[src/sbm_params.svh]
//==============================================================
// Overview of operation
// - Brown-out triggers interrupt, reset or power switch.
// - Backup sleep uses the backup threshold level.
// - Battery brown-out gives only interrupt or reset.
// - Detection result readable as brownout_detected status.
// - Configuration loaded from nonvolatile memory after reset.
// - Core comparator low forces a reset.
// - Core detector always off in standby.
// - Continuous monitoring is the default mode.
// - Enabled and sample bit clear means continuous.
// - Sampling enables detector briefly on each tick.
// - Sample bits select sampling per sleep mode.
// - Tick equals prescaler over two to psel+1.
// - Prescaler clock synchronised into bus clock.
// - Enable-clear writes of one clear enables.
// - Enable bits 10,9,8,2,1,0, all reset zero.
// - Enabled set flag raises interrupt request.
`ifndef SBM_PARAMS_SVH
`define SBM_PARAMS_SVH
// Register offsets on the plain register port.
`define SBM_OFS_IEN_CLR 8'h00
`define SBM_OFS_IEN_SET 8'h04
`define SBM_OFS_FLAG 8'h08
`define SBM_OFS_STATUS 8'h0C
`define SBM_OFS_CFG 8'h10
// Interrupt and status bit positions.
`define SBM_IRQ_BOD_RDY 0
`define SBM_IRQ_DET 1
`define SBM_IRQ_SYNC_RDY 2
`define SBM_IRQ_VREG_RDY 8
`define SBM_IRQ_APWS_RDY 9
`define SBM_IRQ_VCORE_RDY 10
`define SBM_IRQ_W 11
`define SBM_IRQ_MASK 11'h707
// Writable configuration bits and reset values.
`define SBM_CFG_MASK 32'h3F3F_F53A
`define SBM_CFG_RST 32'h0000_0000
`define SBM_IEN_RST 11'h000
// Timing: bus clock period and detector measure time.
`define SBM_CLK_PERIOD_NS 100
`define SBM_SAMPLE_TIME_NS 300
`define SBM_SAMPLE_CYC ((`SBM_SAMPLE_TIME_NS + `SBM_CLK_PERIOD_NS - 1) / `SBM_CLK_PERIOD_NS)
`define SBM_DIV_W 17
`endif

[src/sbm_pkg.sv]
`include "sbm_params.svh"
package sbm_pkg;
  // Action taken when the supply drops below threshold.
  typedef enum logic [1:0] {
    SBM_ACT_NONE = 2'h0,
    SBM_ACT_INT = 2'h1,
    SBM_ACT_RESET = 2'h2,
    SBM_ACT_PSW = 2'h3
  } sbm_act_t;
  // Detector sequencing states, Gray along load-off-on.
  typedef enum logic [1:0] {
    SBM_LOAD = 2'b00,
    SBM_OFF = 2'b01,
    SBM_ON = 2'b11,
    SBM_CONT = 2'b10
  } sbm_fsm_t;
  // Configuration word layout of the detector register.
  typedef struct packed {
    logic [1:0] rsv3;
    logic [5:0] backup_threshold_level;
    logic [1:0] rsv2;
    logic [5:0] level;
    logic [3:0] sample_prescaler_select;
    logic rsv1;
    logic monitor_select;
    logic rsv0;
    logic active_sample_cfg;
    logic [1:0] rsvb;
    logic standby_sample_cfg;
    sbm_act_t brownout_action;
    logic rsva;
    logic enable;
    logic rsvz;
  } sbm_cfg_t;
  // Whole state of the controller.
  typedef struct packed {
    sbm_fsm_t fsm;
    sbm_cfg_t cfg;
    logic [`SBM_IRQ_W-1:0] ien;
    logic [`SBM_IRQ_W-1:0] flag;
    logic det;
    logic psw;
    logic [3:0] rdy_q;
    logic pre_s1;
    logic pre_s2;
    logic pre_q;
    logic [`SBM_DIV_W-1:0] div;
    logic [3:0] smp;
    logic srdy_p;
    logic [31:0] rdata;
  } sbm_st_t;
endpackage

[src/sbm_ctrl.sv]
// Strobed register access is this design's own decision.
`timescale 1ns/1ps
`default_nettype none
`include "sbm_params.svh"
module sbm_ctrl #(
  parameter int SAMPLE_CYC = `SBM_SAMPLE_CYC
) (
  // Clock and asynchronous active-low reset.
  input wire logic sys_clk,
  input wire logic rstn,
  // Register port.
  input wire logic [7:0] reg_addr,
  input wire logic [31:0] reg_wdata,
  input wire logic reg_wr,
  input wire logic reg_rd,
  output logic [31:0] reg_rdata,
  // Nonvolatile memory user row word.
  input wire logic [31:0] nvm_cfg,
  input wire logic nvm_valid,
  // Sleep mode indications.
  input wire logic standby_mode,
  input wire logic backup_mode,
  // Prescaler clock, about 1 kHz, from the low-power oscillator.
  input wire logic prescaler_clk,
  // Main supply comparator.
  input wire logic main_below,
  input wire logic main_ready,
  output logic det_enable,
  output logic [5:0] det_level,
  output logic det_use_backup,
  output logic det_monitor_sel,
  // Core supply comparator and ready inputs.
  input wire logic core_below,
  input wire logic core_voltage_ready_in,
  input wire logic power_switch_ready_in,
  input wire logic regulator_ready_in,
  output logic core_det_enable,
  // System actions.
  output logic sys_reset_req,
  output logic power_switch_req,
  output logic irq,
  output logic cfg_loaded
);

  //============================================================
  // State and helpers
  //============================================================

  // Registered state and its next value.
  sbm_pkg::sbm_st_t s_r;
  sbm_pkg::sbm_st_t s_nxt;
  // Sampling mode selected for the present sleep mode.
  logic sampling;
  // One bus clock pulse per sampling tick.
  logic tick;
  // Edge of the synchronised prescaler clock.
  logic pre_rise;
  // Ready inputs gathered for edge detection.
  logic [3:0] rdy_now;
  // Rising edges of the ready inputs.
  logic [3:0] rdy_rise;
  // Flag bits raised by hardware this cycle.
  logic [`SBM_IRQ_W-1:0] flag_set;
  // Write decode strobes.
  logic wr_clr;
  logic wr_set;
  logic wr_flag;
  logic wr_cfg;
  // Word returned for a read.
  logic [31:0] rd_word;
  // Measure window completes in this cycle.
  logic smp_done;

  // Terminal count of the tick divider for a prescaler select.
  // The one-hot word is one bit wider than the counter so that select 15 still fits.
  function automatic logic [`SBM_DIV_W-1:0] div_last(input logic [3:0] psel);
    logic [`SBM_DIV_W:0] one_hot;
    one_hot = '0;
    one_hot[psel + 5'd1] = 1'b1;
    div_last = one_hot[`SBM_DIV_W-1:0] - 17'h0_0001;
  endfunction

  // Register address match for a write or read.
  function automatic logic hit(input logic [7:0] a, input logic [7:0] ofs);
    hit = (a == ofs);
  endfunction

  //============================================================
  // Combinational decode
  //============================================================

  // Decoding of strobes, modes and hardware events.
  always_comb begin
    wr_clr = reg_wr && hit(reg_addr, `SBM_OFS_IEN_CLR);
    wr_set = reg_wr && hit(reg_addr, `SBM_OFS_IEN_SET);
    wr_flag = reg_wr && hit(reg_addr, `SBM_OFS_FLAG);
    wr_cfg = reg_wr && hit(reg_addr, `SBM_OFS_CFG);
    // The sample bit of the present mode picks sampling.
    sampling = standby_mode ? s_r.cfg.standby_sample_cfg : s_r.cfg.active_sample_cfg;
    // The second synchroniser stage is compared with its delayed copy pre_q here.
    pre_rise = s_r.pre_s2 && !s_r.pre_q;
    // Tick after two to the power psel+1 prescaler edges.
    // Lowering the select mid-count must not wait for the counter to wrap.
    tick = pre_rise && (s_r.div >= div_last(s_r.cfg.sample_prescaler_select));
    smp_done = (s_r.smp == 4'(SAMPLE_CYC - 1));
    rdy_now = {core_voltage_ready_in, power_switch_ready_in, regulator_ready_in, main_ready};
    rdy_rise = rdy_now & ~s_r.rdy_q;
    flag_set = '0;
    flag_set[`SBM_IRQ_BOD_RDY] = rdy_rise[0];
    flag_set[`SBM_IRQ_VREG_RDY] = rdy_rise[1];
    flag_set[`SBM_IRQ_APWS_RDY] = rdy_rise[2];
    flag_set[`SBM_IRQ_VCORE_RDY] = rdy_rise[3];
    flag_set[`SBM_IRQ_SYNC_RDY] = s_r.srdy_p;
    // The detected flag is raised in the next-state logic, where the new result is known.
  end

  // Read multiplexer; unmapped addresses read as zero.
  always_comb begin
    rd_word = '0;
    unique case (reg_addr)
      `SBM_OFS_IEN_CLR,
      `SBM_OFS_IEN_SET: begin
        // Both views show the same enables.
        rd_word[`SBM_IRQ_W-1:0] = s_r.ien;
      end
      `SBM_OFS_FLAG: begin
        rd_word[`SBM_IRQ_W-1:0] = s_r.flag;
      end
      `SBM_OFS_STATUS: begin
        // Live detection result and ready levels.
        rd_word[`SBM_IRQ_DET] = s_r.det;
        rd_word[`SBM_IRQ_BOD_RDY] = s_r.rdy_q[0];
        rd_word[`SBM_IRQ_VREG_RDY] = s_r.rdy_q[1];
        rd_word[`SBM_IRQ_APWS_RDY] = s_r.rdy_q[2];
        rd_word[`SBM_IRQ_VCORE_RDY] = s_r.rdy_q[3];
      end
      `SBM_OFS_CFG: begin
        rd_word = s_r.cfg;
      end
      default: begin
        rd_word = '0;
      end
    endcase
  end

  //============================================================
  // Next state
  //============================================================

  // All state advances here; the register below only stores it.
  always_comb begin
    s_nxt = s_r;
    s_nxt.pre_s1 = prescaler_clk;
    s_nxt.pre_s2 = s_r.pre_s1;
    s_nxt.pre_q = s_r.pre_s2;
    s_nxt.rdy_q = rdy_now;
    s_nxt.srdy_p = 1'b0;
    // Prescaler edges count towards the next sampling tick.
    if (pre_rise) begin
      s_nxt.div = tick ? '0 : s_r.div + 17'h0_0001;
    end
    unique case (s_r.fsm)
      sbm_pkg::SBM_LOAD: begin
        // Settings come from the user row once it is valid.
        if (nvm_valid) begin
          s_nxt.cfg = sbm_pkg::sbm_cfg_t'(nvm_cfg & `SBM_CFG_MASK);
          s_nxt.fsm = sbm_pkg::SBM_CONT;
        end
      end
      sbm_pkg::SBM_CONT: begin
        // Continuous unless a sample bit says otherwise.
        if (sampling) begin
          s_nxt.fsm = sbm_pkg::SBM_OFF;
        end else if (s_r.cfg.enable && main_ready) begin
          s_nxt.det = main_below;
        end
      end
      sbm_pkg::SBM_OFF: begin
        // Detector rests between ticks; result is held.
        if (!sampling) begin
          s_nxt.fsm = sbm_pkg::SBM_CONT;
        end else if (tick) begin
          s_nxt.fsm = sbm_pkg::SBM_ON;
          s_nxt.smp = '0;
        end
      end
      sbm_pkg::SBM_ON: begin
        // Short measure window, result taken at its end.
        if (!sampling) begin
          s_nxt.fsm = sbm_pkg::SBM_CONT;
        end else if (smp_done) begin
          s_nxt.fsm = sbm_pkg::SBM_OFF;
          if (main_ready) begin
            s_nxt.det = main_below;
          end
        end else begin
          s_nxt.smp = s_r.smp + 4'h1;
        end
      end
    endcase
    // A disabled detector reports no brown-out.
    if (!s_r.cfg.enable || s_r.fsm == sbm_pkg::SBM_LOAD) begin
      s_nxt.det = 1'b0;
    end
    // Software configuration write, ignored while loading.
    if (wr_cfg && s_r.fsm != sbm_pkg::SBM_LOAD) begin
      s_nxt.cfg = sbm_pkg::sbm_cfg_t'(reg_wdata & `SBM_CFG_MASK);
      s_nxt.srdy_p = 1'b1;
    end
    // The power switch stays engaged until the supply recovers.
    // Battery monitoring never engages it.
    // The new settings decide, so a switch to battery never leaks one cycle.
    s_nxt.psw = s_nxt.det && !s_nxt.cfg.monitor_select &&
                (s_nxt.cfg.brownout_action == sbm_pkg::SBM_ACT_PSW);
    // Enables: set writes OR, clear writes remove ones.
    if (wr_set) begin
      s_nxt.ien = s_r.ien | (reg_wdata[`SBM_IRQ_W-1:0] & `SBM_IRQ_MASK);
    end
    if (wr_clr) begin
      s_nxt.ien = s_r.ien & ~reg_wdata[`SBM_IRQ_W-1:0];
    end
    // Flags clear on a written one, but a new event wins.
    s_nxt.flag = s_r.flag;
    if (wr_flag) begin
      s_nxt.flag = s_r.flag & ~reg_wdata[`SBM_IRQ_W-1:0];
    end
    s_nxt.flag = s_nxt.flag | flag_set;
    // A new detection raises the detected flag.
    s_nxt.flag[`SBM_IRQ_DET] = s_nxt.flag[`SBM_IRQ_DET] | (s_nxt.det && !s_r.det);
    // Read data stands in the cycle after the strobe only.
    s_nxt.rdata = reg_rd ? rd_word : '0;
  end

  //============================================================
  // State register
  //============================================================

  // Reset places constants only; the load happens after release.
  always_ff @(posedge sys_clk or negedge rstn) begin
    if (!rstn) begin
      s_r <= '0;
      s_r.fsm <= sbm_pkg::SBM_LOAD;
      s_r.cfg <= sbm_pkg::sbm_cfg_t'(`SBM_CFG_RST);
      s_r.ien <= `SBM_IEN_RST;
    end else begin
      s_r <= s_nxt;
    end
  end

  //============================================================
  // Outputs
  //============================================================

  // Comparator controls and system actions.
  always_comb begin
    reg_rdata = s_r.rdata;
    det_enable = s_r.cfg.enable &&
                 (s_r.fsm == sbm_pkg::SBM_CONT || s_r.fsm == sbm_pkg::SBM_ON);
    // Backup sleep or battery monitoring use the backup level.
    det_use_backup = backup_mode || s_r.cfg.monitor_select;
    det_level = det_use_backup ? s_r.cfg.backup_threshold_level : s_r.cfg.level;
    det_monitor_sel = s_r.cfg.monitor_select;
    // Core detector forced off in standby.
    core_det_enable = !standby_mode;
    // Brown-out reset by action, or core supply low.
    sys_reset_req = (s_r.det && s_r.cfg.brownout_action == sbm_pkg::SBM_ACT_RESET) ||
                    (core_below && core_det_enable);
    power_switch_req = s_r.psw;
    // One merged request from enabled flags.
    irq = |(s_r.flag & s_r.ien);
    cfg_loaded = (s_r.fsm != sbm_pkg::SBM_LOAD);
  end

  //============================================================
  // Checks
  //============================================================

  localparam int SMP_A = SAMPLE_CYC;

  // A newly raised enabled flag must reach the request pin on the next cycle.
  irq_merge_a: assert property (@(posedge sys_clk) disable iff (!rstn)
    (flag_set & s_r.ien) != 11'h000 && !wr_clr |=> irq) else $error("enabled flag without request");

  core_standby_a: assert property (@(posedge sys_clk) disable iff (!rstn)
    standby_mode |-> !core_det_enable) else $error("core detector on in standby");

  core_reset_a: assert property (@(posedge sys_clk) disable iff (!rstn)
    core_below && !standby_mode |-> sys_reset_req) else $error("core low without reset");

  en_clear_a: assert property (@(posedge sys_clk) disable iff (!rstn)
    wr_clr |=> ({21'h0_0000, s_r.ien} & $past(reg_wdata)) == 32'h0000_0000) else $error("enable not cleared");

  act_reset_a: assert property (@(posedge sys_clk) disable iff (!rstn)
    s_r.det && s_r.cfg.brownout_action == sbm_pkg::SBM_ACT_RESET |-> sys_reset_req)
    else $error("brown-out reset missing");

  bat_no_psw_a: assert property (@(posedge sys_clk) disable iff (!rstn)
    s_r.cfg.monitor_select |-> !power_switch_req) else $error("switch on battery");

  load_cfg_a: assert property (@(posedge sys_clk) disable iff (!rstn)
    s_r.fsm == sbm_pkg::SBM_LOAD && nvm_valid |=> s_r.cfg == ($past(nvm_cfg) & `SBM_CFG_MASK))
    else $error("user row not loaded");

  sample_end_a: assert property (@(posedge sys_clk) disable iff (!rstn)
    $rose(s_r.fsm == sbm_pkg::SBM_ON) |-> ##[1:SMP_A] s_r.fsm != sbm_pkg::SBM_ON)
    else $error("measure window too long");

  status_rd_a: assert property (@(posedge sys_clk) disable iff (!rstn)
    reg_rd && hit(reg_addr, `SBM_OFS_STATUS) |=> reg_rdata[`SBM_IRQ_DET] == $past(s_r.det))
    else $error("status detection bit wrong");

  cont_on_a: assert property (@(posedge sys_clk) disable iff (!rstn)
    s_r.cfg.enable && s_r.fsm == sbm_pkg::SBM_CONT |-> det_enable) else $error("continuous off");

  // The switch request only ever follows its own action on the main supply.
  psw_cond_a: assert property (@(posedge sys_clk) disable iff (!rstn)
    power_switch_req |-> s_r.det && !s_r.cfg.monitor_select &&
    s_r.cfg.brownout_action == sbm_pkg::SBM_ACT_PSW) else $error("switch request without cause");

  // Only the six defined enable bits can ever be set.
  ien_mask_a: assert property (@(posedge sys_clk) disable iff (!rstn)
    (s_r.ien & ~`SBM_IRQ_MASK) == 11'h000) else $error("reserved enable bit set");

  // A flag event in the same cycle as its clear leaves the flag set.
  flag_win_a: assert property (@(posedge sys_clk) disable iff (!rstn)
    wr_flag |=> (s_r.flag & $past(flag_set)) == $past(flag_set)) else $error("clear beat a new event");

  // A configuration write reports its crossing two cycles later.
  sync_flag_a: assert property (@(posedge sys_clk) disable iff (!rstn)
    wr_cfg && s_r.fsm != sbm_pkg::SBM_LOAD |=> ##1 s_r.flag[`SBM_IRQ_SYNC_RDY])
    else $error("sync ready flag missing");

  // Continuous operation gives way to sampling on the next cycle.
  mode_off_a: assert property (@(posedge sys_clk) disable iff (!rstn)
    sampling && s_r.fsm == sbm_pkg::SBM_CONT |=> s_r.fsm == sbm_pkg::SBM_OFF)
    else $error("sampling not entered");

  // Each prescaler edge short of the tick advances the divider by one.
  div_step_a: assert property (@(posedge sys_clk) disable iff (!rstn)
    pre_rise && !tick |=> s_r.div == $past(s_r.div) + 17'h0_0001) else $error("divider skipped");

  // A disabled detector reports no brown-out.
  det_off_a: assert property (@(posedge sys_clk) disable iff (!rstn)
    !s_r.cfg.enable |=> !s_r.det) else $error("detection while disabled");

endmodule
`default_nettype wire

[config.mk]
export PLATFORM = sky130hd
export DESIGN_NAME = sbm_ctrl
export DESIGN_NICKNAME = d
export VERILOG_FILES = /design/src/sbm_pkg.sv /design/src/sbm_ctrl.sv
export VERILOG_INCLUDE_DIRS = /design/src /design/src/src
export SDC_FILE = /design/constraint.sdc
export NUM_CORES = 1
export LEC_CHECK = 0
export ABC_AREA = 1
export ABC_CLOCK_PERIOD_IN_PS = 3700
export BUFFER_PORTS_ARGS = -buffer_cell sky130_fd_sc_hd__buf_2
export CAP_MARGIN = 20
export CORE_MARGIN = 5
export CORE_UTILIZATION = 45
export DETAILED_ROUTE_END_ITERATION = 10
export GPL_TIMING_DRIVEN = 1
export PLACE_DENSITY = 0.74
export SYNTH_ARGS = -nofsm -noshare
export SYNTH_HDL_FRONTEND = slang
export SYNTH_SLANG_ARGS = --single-unit
[constraint.sdc]
create_clock -name sys_clk -period 3.7 [get_ports sys_clk]
set_input_delay 0.37 -clock sys_clk [delete_from_list [all_inputs] [get_ports sys_clk]]
set_output_delay 0.37 -clock sys_clk [all_outputs]
set_load 0.1 [all_outputs]
==> flow_summary_export.csv <==
group,metric,value,unit
status,status,"complete, no violations",
global_routing,grt.total_usage,0.189,
pwr,p_total,4.61,mW
logic_synthesis,synth_cell_type_count,47,
cells_and_area,final_layout_size_suffix_gt1_frac,0.219,
cells_and_area,nets,874,
sta,clock_skew,0.00975,ns
clock_tree,clock_path_buffers,2,
placed_design,hpwl,10.1,mm
clock_tree,cts_tree,"yes",
logic_synthesis,yosysTopAreaCell,"dfrtp_1",
logic_synthesis,ys_top_cells_by_area,"dfrtp_1 47%, nand2_1 10%, inv_1 6.1%, ha_1 4.7%, buf_4 4.5%",
logic_synthesis,syn_area,5620,µm²
floorplanning,die_h,122,µm
sta,setup_ws,0.398,ns
routing,wl_per_cell,14.1,µm
worst_setup_path,start_kind,"flip-flop",
logic_synthesis,synth_top_area_frac,0.468,
sta,post-route-period-util,0.892,
logic_synthesis,synth_warnings,0,
floorplanning,die_w,122,µm
logic_synthesis,synth_ff_type,"dfrtp_1",
pwr,switchingPower,2.08,mW
global_routing,antenna_found_initial,0,
floorplanning,ioPinCount,132,
pwr,seqPwrFrac,0.344,
clock_tree,path_clk_slew,0.07,ns
clock_tree,cts_buffers,9,
sta,setup_tns,0,ns
clock_tree,htree_levels,3,
global_routing,grt_max_degree,75,
routing,viasPerCell,4.97,
routing,vias,4670,
floorplanning,core,12100,µm²
routing,drtIter0Drc,253,
sta,hold_violations,0,
sta,relSlewSlack,0.386,
global_routing,grt_pass1_wl,22.3,mm
worst_setup_path,critPathKind,"flip-flop to flip-flop",
logic_synthesis,syn-mean-instance-area,8.32,µm²
logic_synthesis,ys_top_cells_by_count,"156 x nand2_1, 105 x dfrtp_1, 91 x inv_1, 64 x nor2_1, 34 x buf_4",
sta,worst_hold_slack,0.132,ns
placed_design,dpl_worst_slack,0.248,ns
sta,slew_viol_final,0,
pwr,p_per_area,711,nW/µm²
cells_and_area,syn_to_final_growth,15.3,%
clock_tree,cts.sinks,105,
floorplanning,start_util,0.464,
logic_synthesis,post-synth-top-count-cell,"nand2_1",
floorplanning,die-area,14800,µm²
sta,clock.fmax,303,MHz
worst_setup_path,cp.arrival,3.56,ns
worst_setup_path,timing.rr.start,"s_r[98]$_DFFE_PN0P_",
logic_synthesis,ys_ff_latch,105,
logic_synthesis,synthArstFlopShare,1.00,
cells_and_area,num_antenna_cells,0,
pwr,p_sw_frac,0.453,
clock_tree,root_buffer,"clkbuf_16",
hold_path,hold_class,"input pin to flip-flop",
logic_synthesis,synth_edf_count,0,
logic_synthesis,syn_inst,675,
pwr,internal_power,2.52,mW
sta,fin_crit,3.30,ns
routing,antenna_left,0,
sta,tightest_slew,0.922,ns
worst_setup_path,path_max_fanout,11,
worst_setup_path,startpoint,"s_r[98]$_DFFE_PN0P_",
flow_run,maxCapViolations,0,
pwr,clkPwrFrac,0.212,
pwr,power_frac_comb,0.444,
worst_setup_path,required,3.96,ns
global_routing,grt-ovfl-total,0,
pwr,vdd_drop_max,0.515,mV
sta,setup_viol,0,
clock_tree,clock_latency,0.35,ns
worst_setup_path,rr_endpoint,"s_r[48]$_DFFE_PN0P_",
pwr,p_leak,3.34,nW
routing,drc,0,
worst_setup_path,cp-endpoint,"s_r[48]$_DFFE_PN0P_",
floorplanning,rows,40,
logic_synthesis,synth_seq_area_share,0.468,
placed_design,portBuffers,116,
worst_setup_path,reg2reg_depth,20,
worst_setup_path,r2r_slack,0.40,ns
global_routing,first_global_vias,4626,
cells_and_area,final_util,0.535,
routing,drt_wl_total,13.2,mm
worst_setup_path,endpoint_kind,"flip-flop",
placed_design,globalplace.congestion,0.882,
routing,firstDrtPassIters,7,
==> per-stage QoR <==
step                cell area [µm²]  instances
floorplan                      5620        676
global placement               6140        923
detailed placement             6140        923
CTS                            6440        939
global route                   6470        940
finish                         6470        940
==> power by group through the flow <==
stage          clock (mW)  sequential (mW)  combinational [mW]
6_report            0.975             1.58                2.05
3_5_place_dp            0             1.60                1.99
5_1_grt              1.05             1.61                2.32
3_3_place_gp            0             1.59                1.95
2_1_floorplan           0             1.58                1.55
4_1_cts             0.996             1.58                2.00
==> flip-flops by register name, indices dropped and copies added (netlist names) <==
name              flops
power_switch_req      1
flag_set              1
det_monitor_sel       1
reg_rdata            28
s_nxt                 2
s_r                  72
==> cells by family after synthesis <==
kind of cell | count (synthesis) | synth area share
flops | 105 | 0.468
compound gates | 122 | 0.136
xor+xnor | 9 | 0.0140
other cells | 2 | 0.00134
fa+ha+maj | 21 | 0.0468
simple gates | 277 | 0.214
buf+inv | 139 | 0.120
==> cells in the final DEF, fill, tap and decap left out, types with 5 or more instances in the layout <==
cell type / instances
nor2_1: 63
o211ai_1: 18
nor2_2: 5
xor2_1: 6
a21boi_0: 5
ha_1: 21
clkbuf_16: 9
dfrtp_1: 104
nor3_1: 10
o21ai_0: 32
inv_2: 6
a211oi_1: 6
o22ai_1: 6
buf_2: 115
buf_4: 6
nand2_1: 154
a21oi_1: 32
inv_1: 89
nand3_1: 20
==> worst min-delay path by stage <==
stage | cells after the start | slack, ns | from | end
final | 1 | 0.13 | regulator_ready_in | s_r[58]$_DFF_PN0_
after global routing | 1 | 0.11 | regulator_ready_in | s_r[58]$_DFF_PN0_
after CTS | 1 | 0.12 | regulator_ready_in | s_r[58]$_DFF_PN0_
after detailed placement | 0 | 0.34 | s_nxt[55]$_DFF_PN0_ | s_nxt[54]$_DFF_PN0_
after global placement | 0 | 0.33 | s_nxt[55]$_DFF_PN0_ | s_nxt[54]$_DFF_PN0_
after floorplan | 0 | 0.07 | rstn | det_monitor_sel$_DFF_PN0_
==> final cells by class <==
cell class	count	area, µm²
fillers	1224	5640
flip-flops and latches	105	2630
multi-input cells	432	2340
repair buffers	121	621
inverters	98	373
clock buffers	10	229
well taps	168	210
clock inverters	6	75.1
==> layer usage <==
metal,GRT usage,wire length (µm),vias to the layer above,part of all wire
met3,0.0487,620,17,0.047
met1,0.251,6110,2205,0.46
met4,0.0504,179,0,0.014
met2,0.309,6330,114,0.48
li1,-,-,2334,-
met5,0,0,-,0
==> worst max-delay path, cell delays in order (launching register included) <==
cell        delay (ns)
dfrtp_2           0.44
nor2_2            0.32
nand2_1           0.13
ha_1              0.23
inv_1             0.08
nor2_2            0.06
nand2_1           0.15
nor2_2            0.07
o21ai_0           0.18
inv_1             0.09
ha_1              0.30
nand2_1           0.06
nand2_1           0.04
nand2_1           0.05
a21oi_1           0.05
nor2_1            0.15
nand3_1           0.15
nand2_4           0.14
clkinvlp_4        0.11
buf_4             0.18
a211oi_1          0.20
==> timing repair <==
item                                    in CTS  in global routing
endpoints found under the setup margin       0                 17
hold buffers                                 0                  0
resized for setup                            0                  8
buffers inserted                             0                  1
Power figures use the tool's default switching activity.
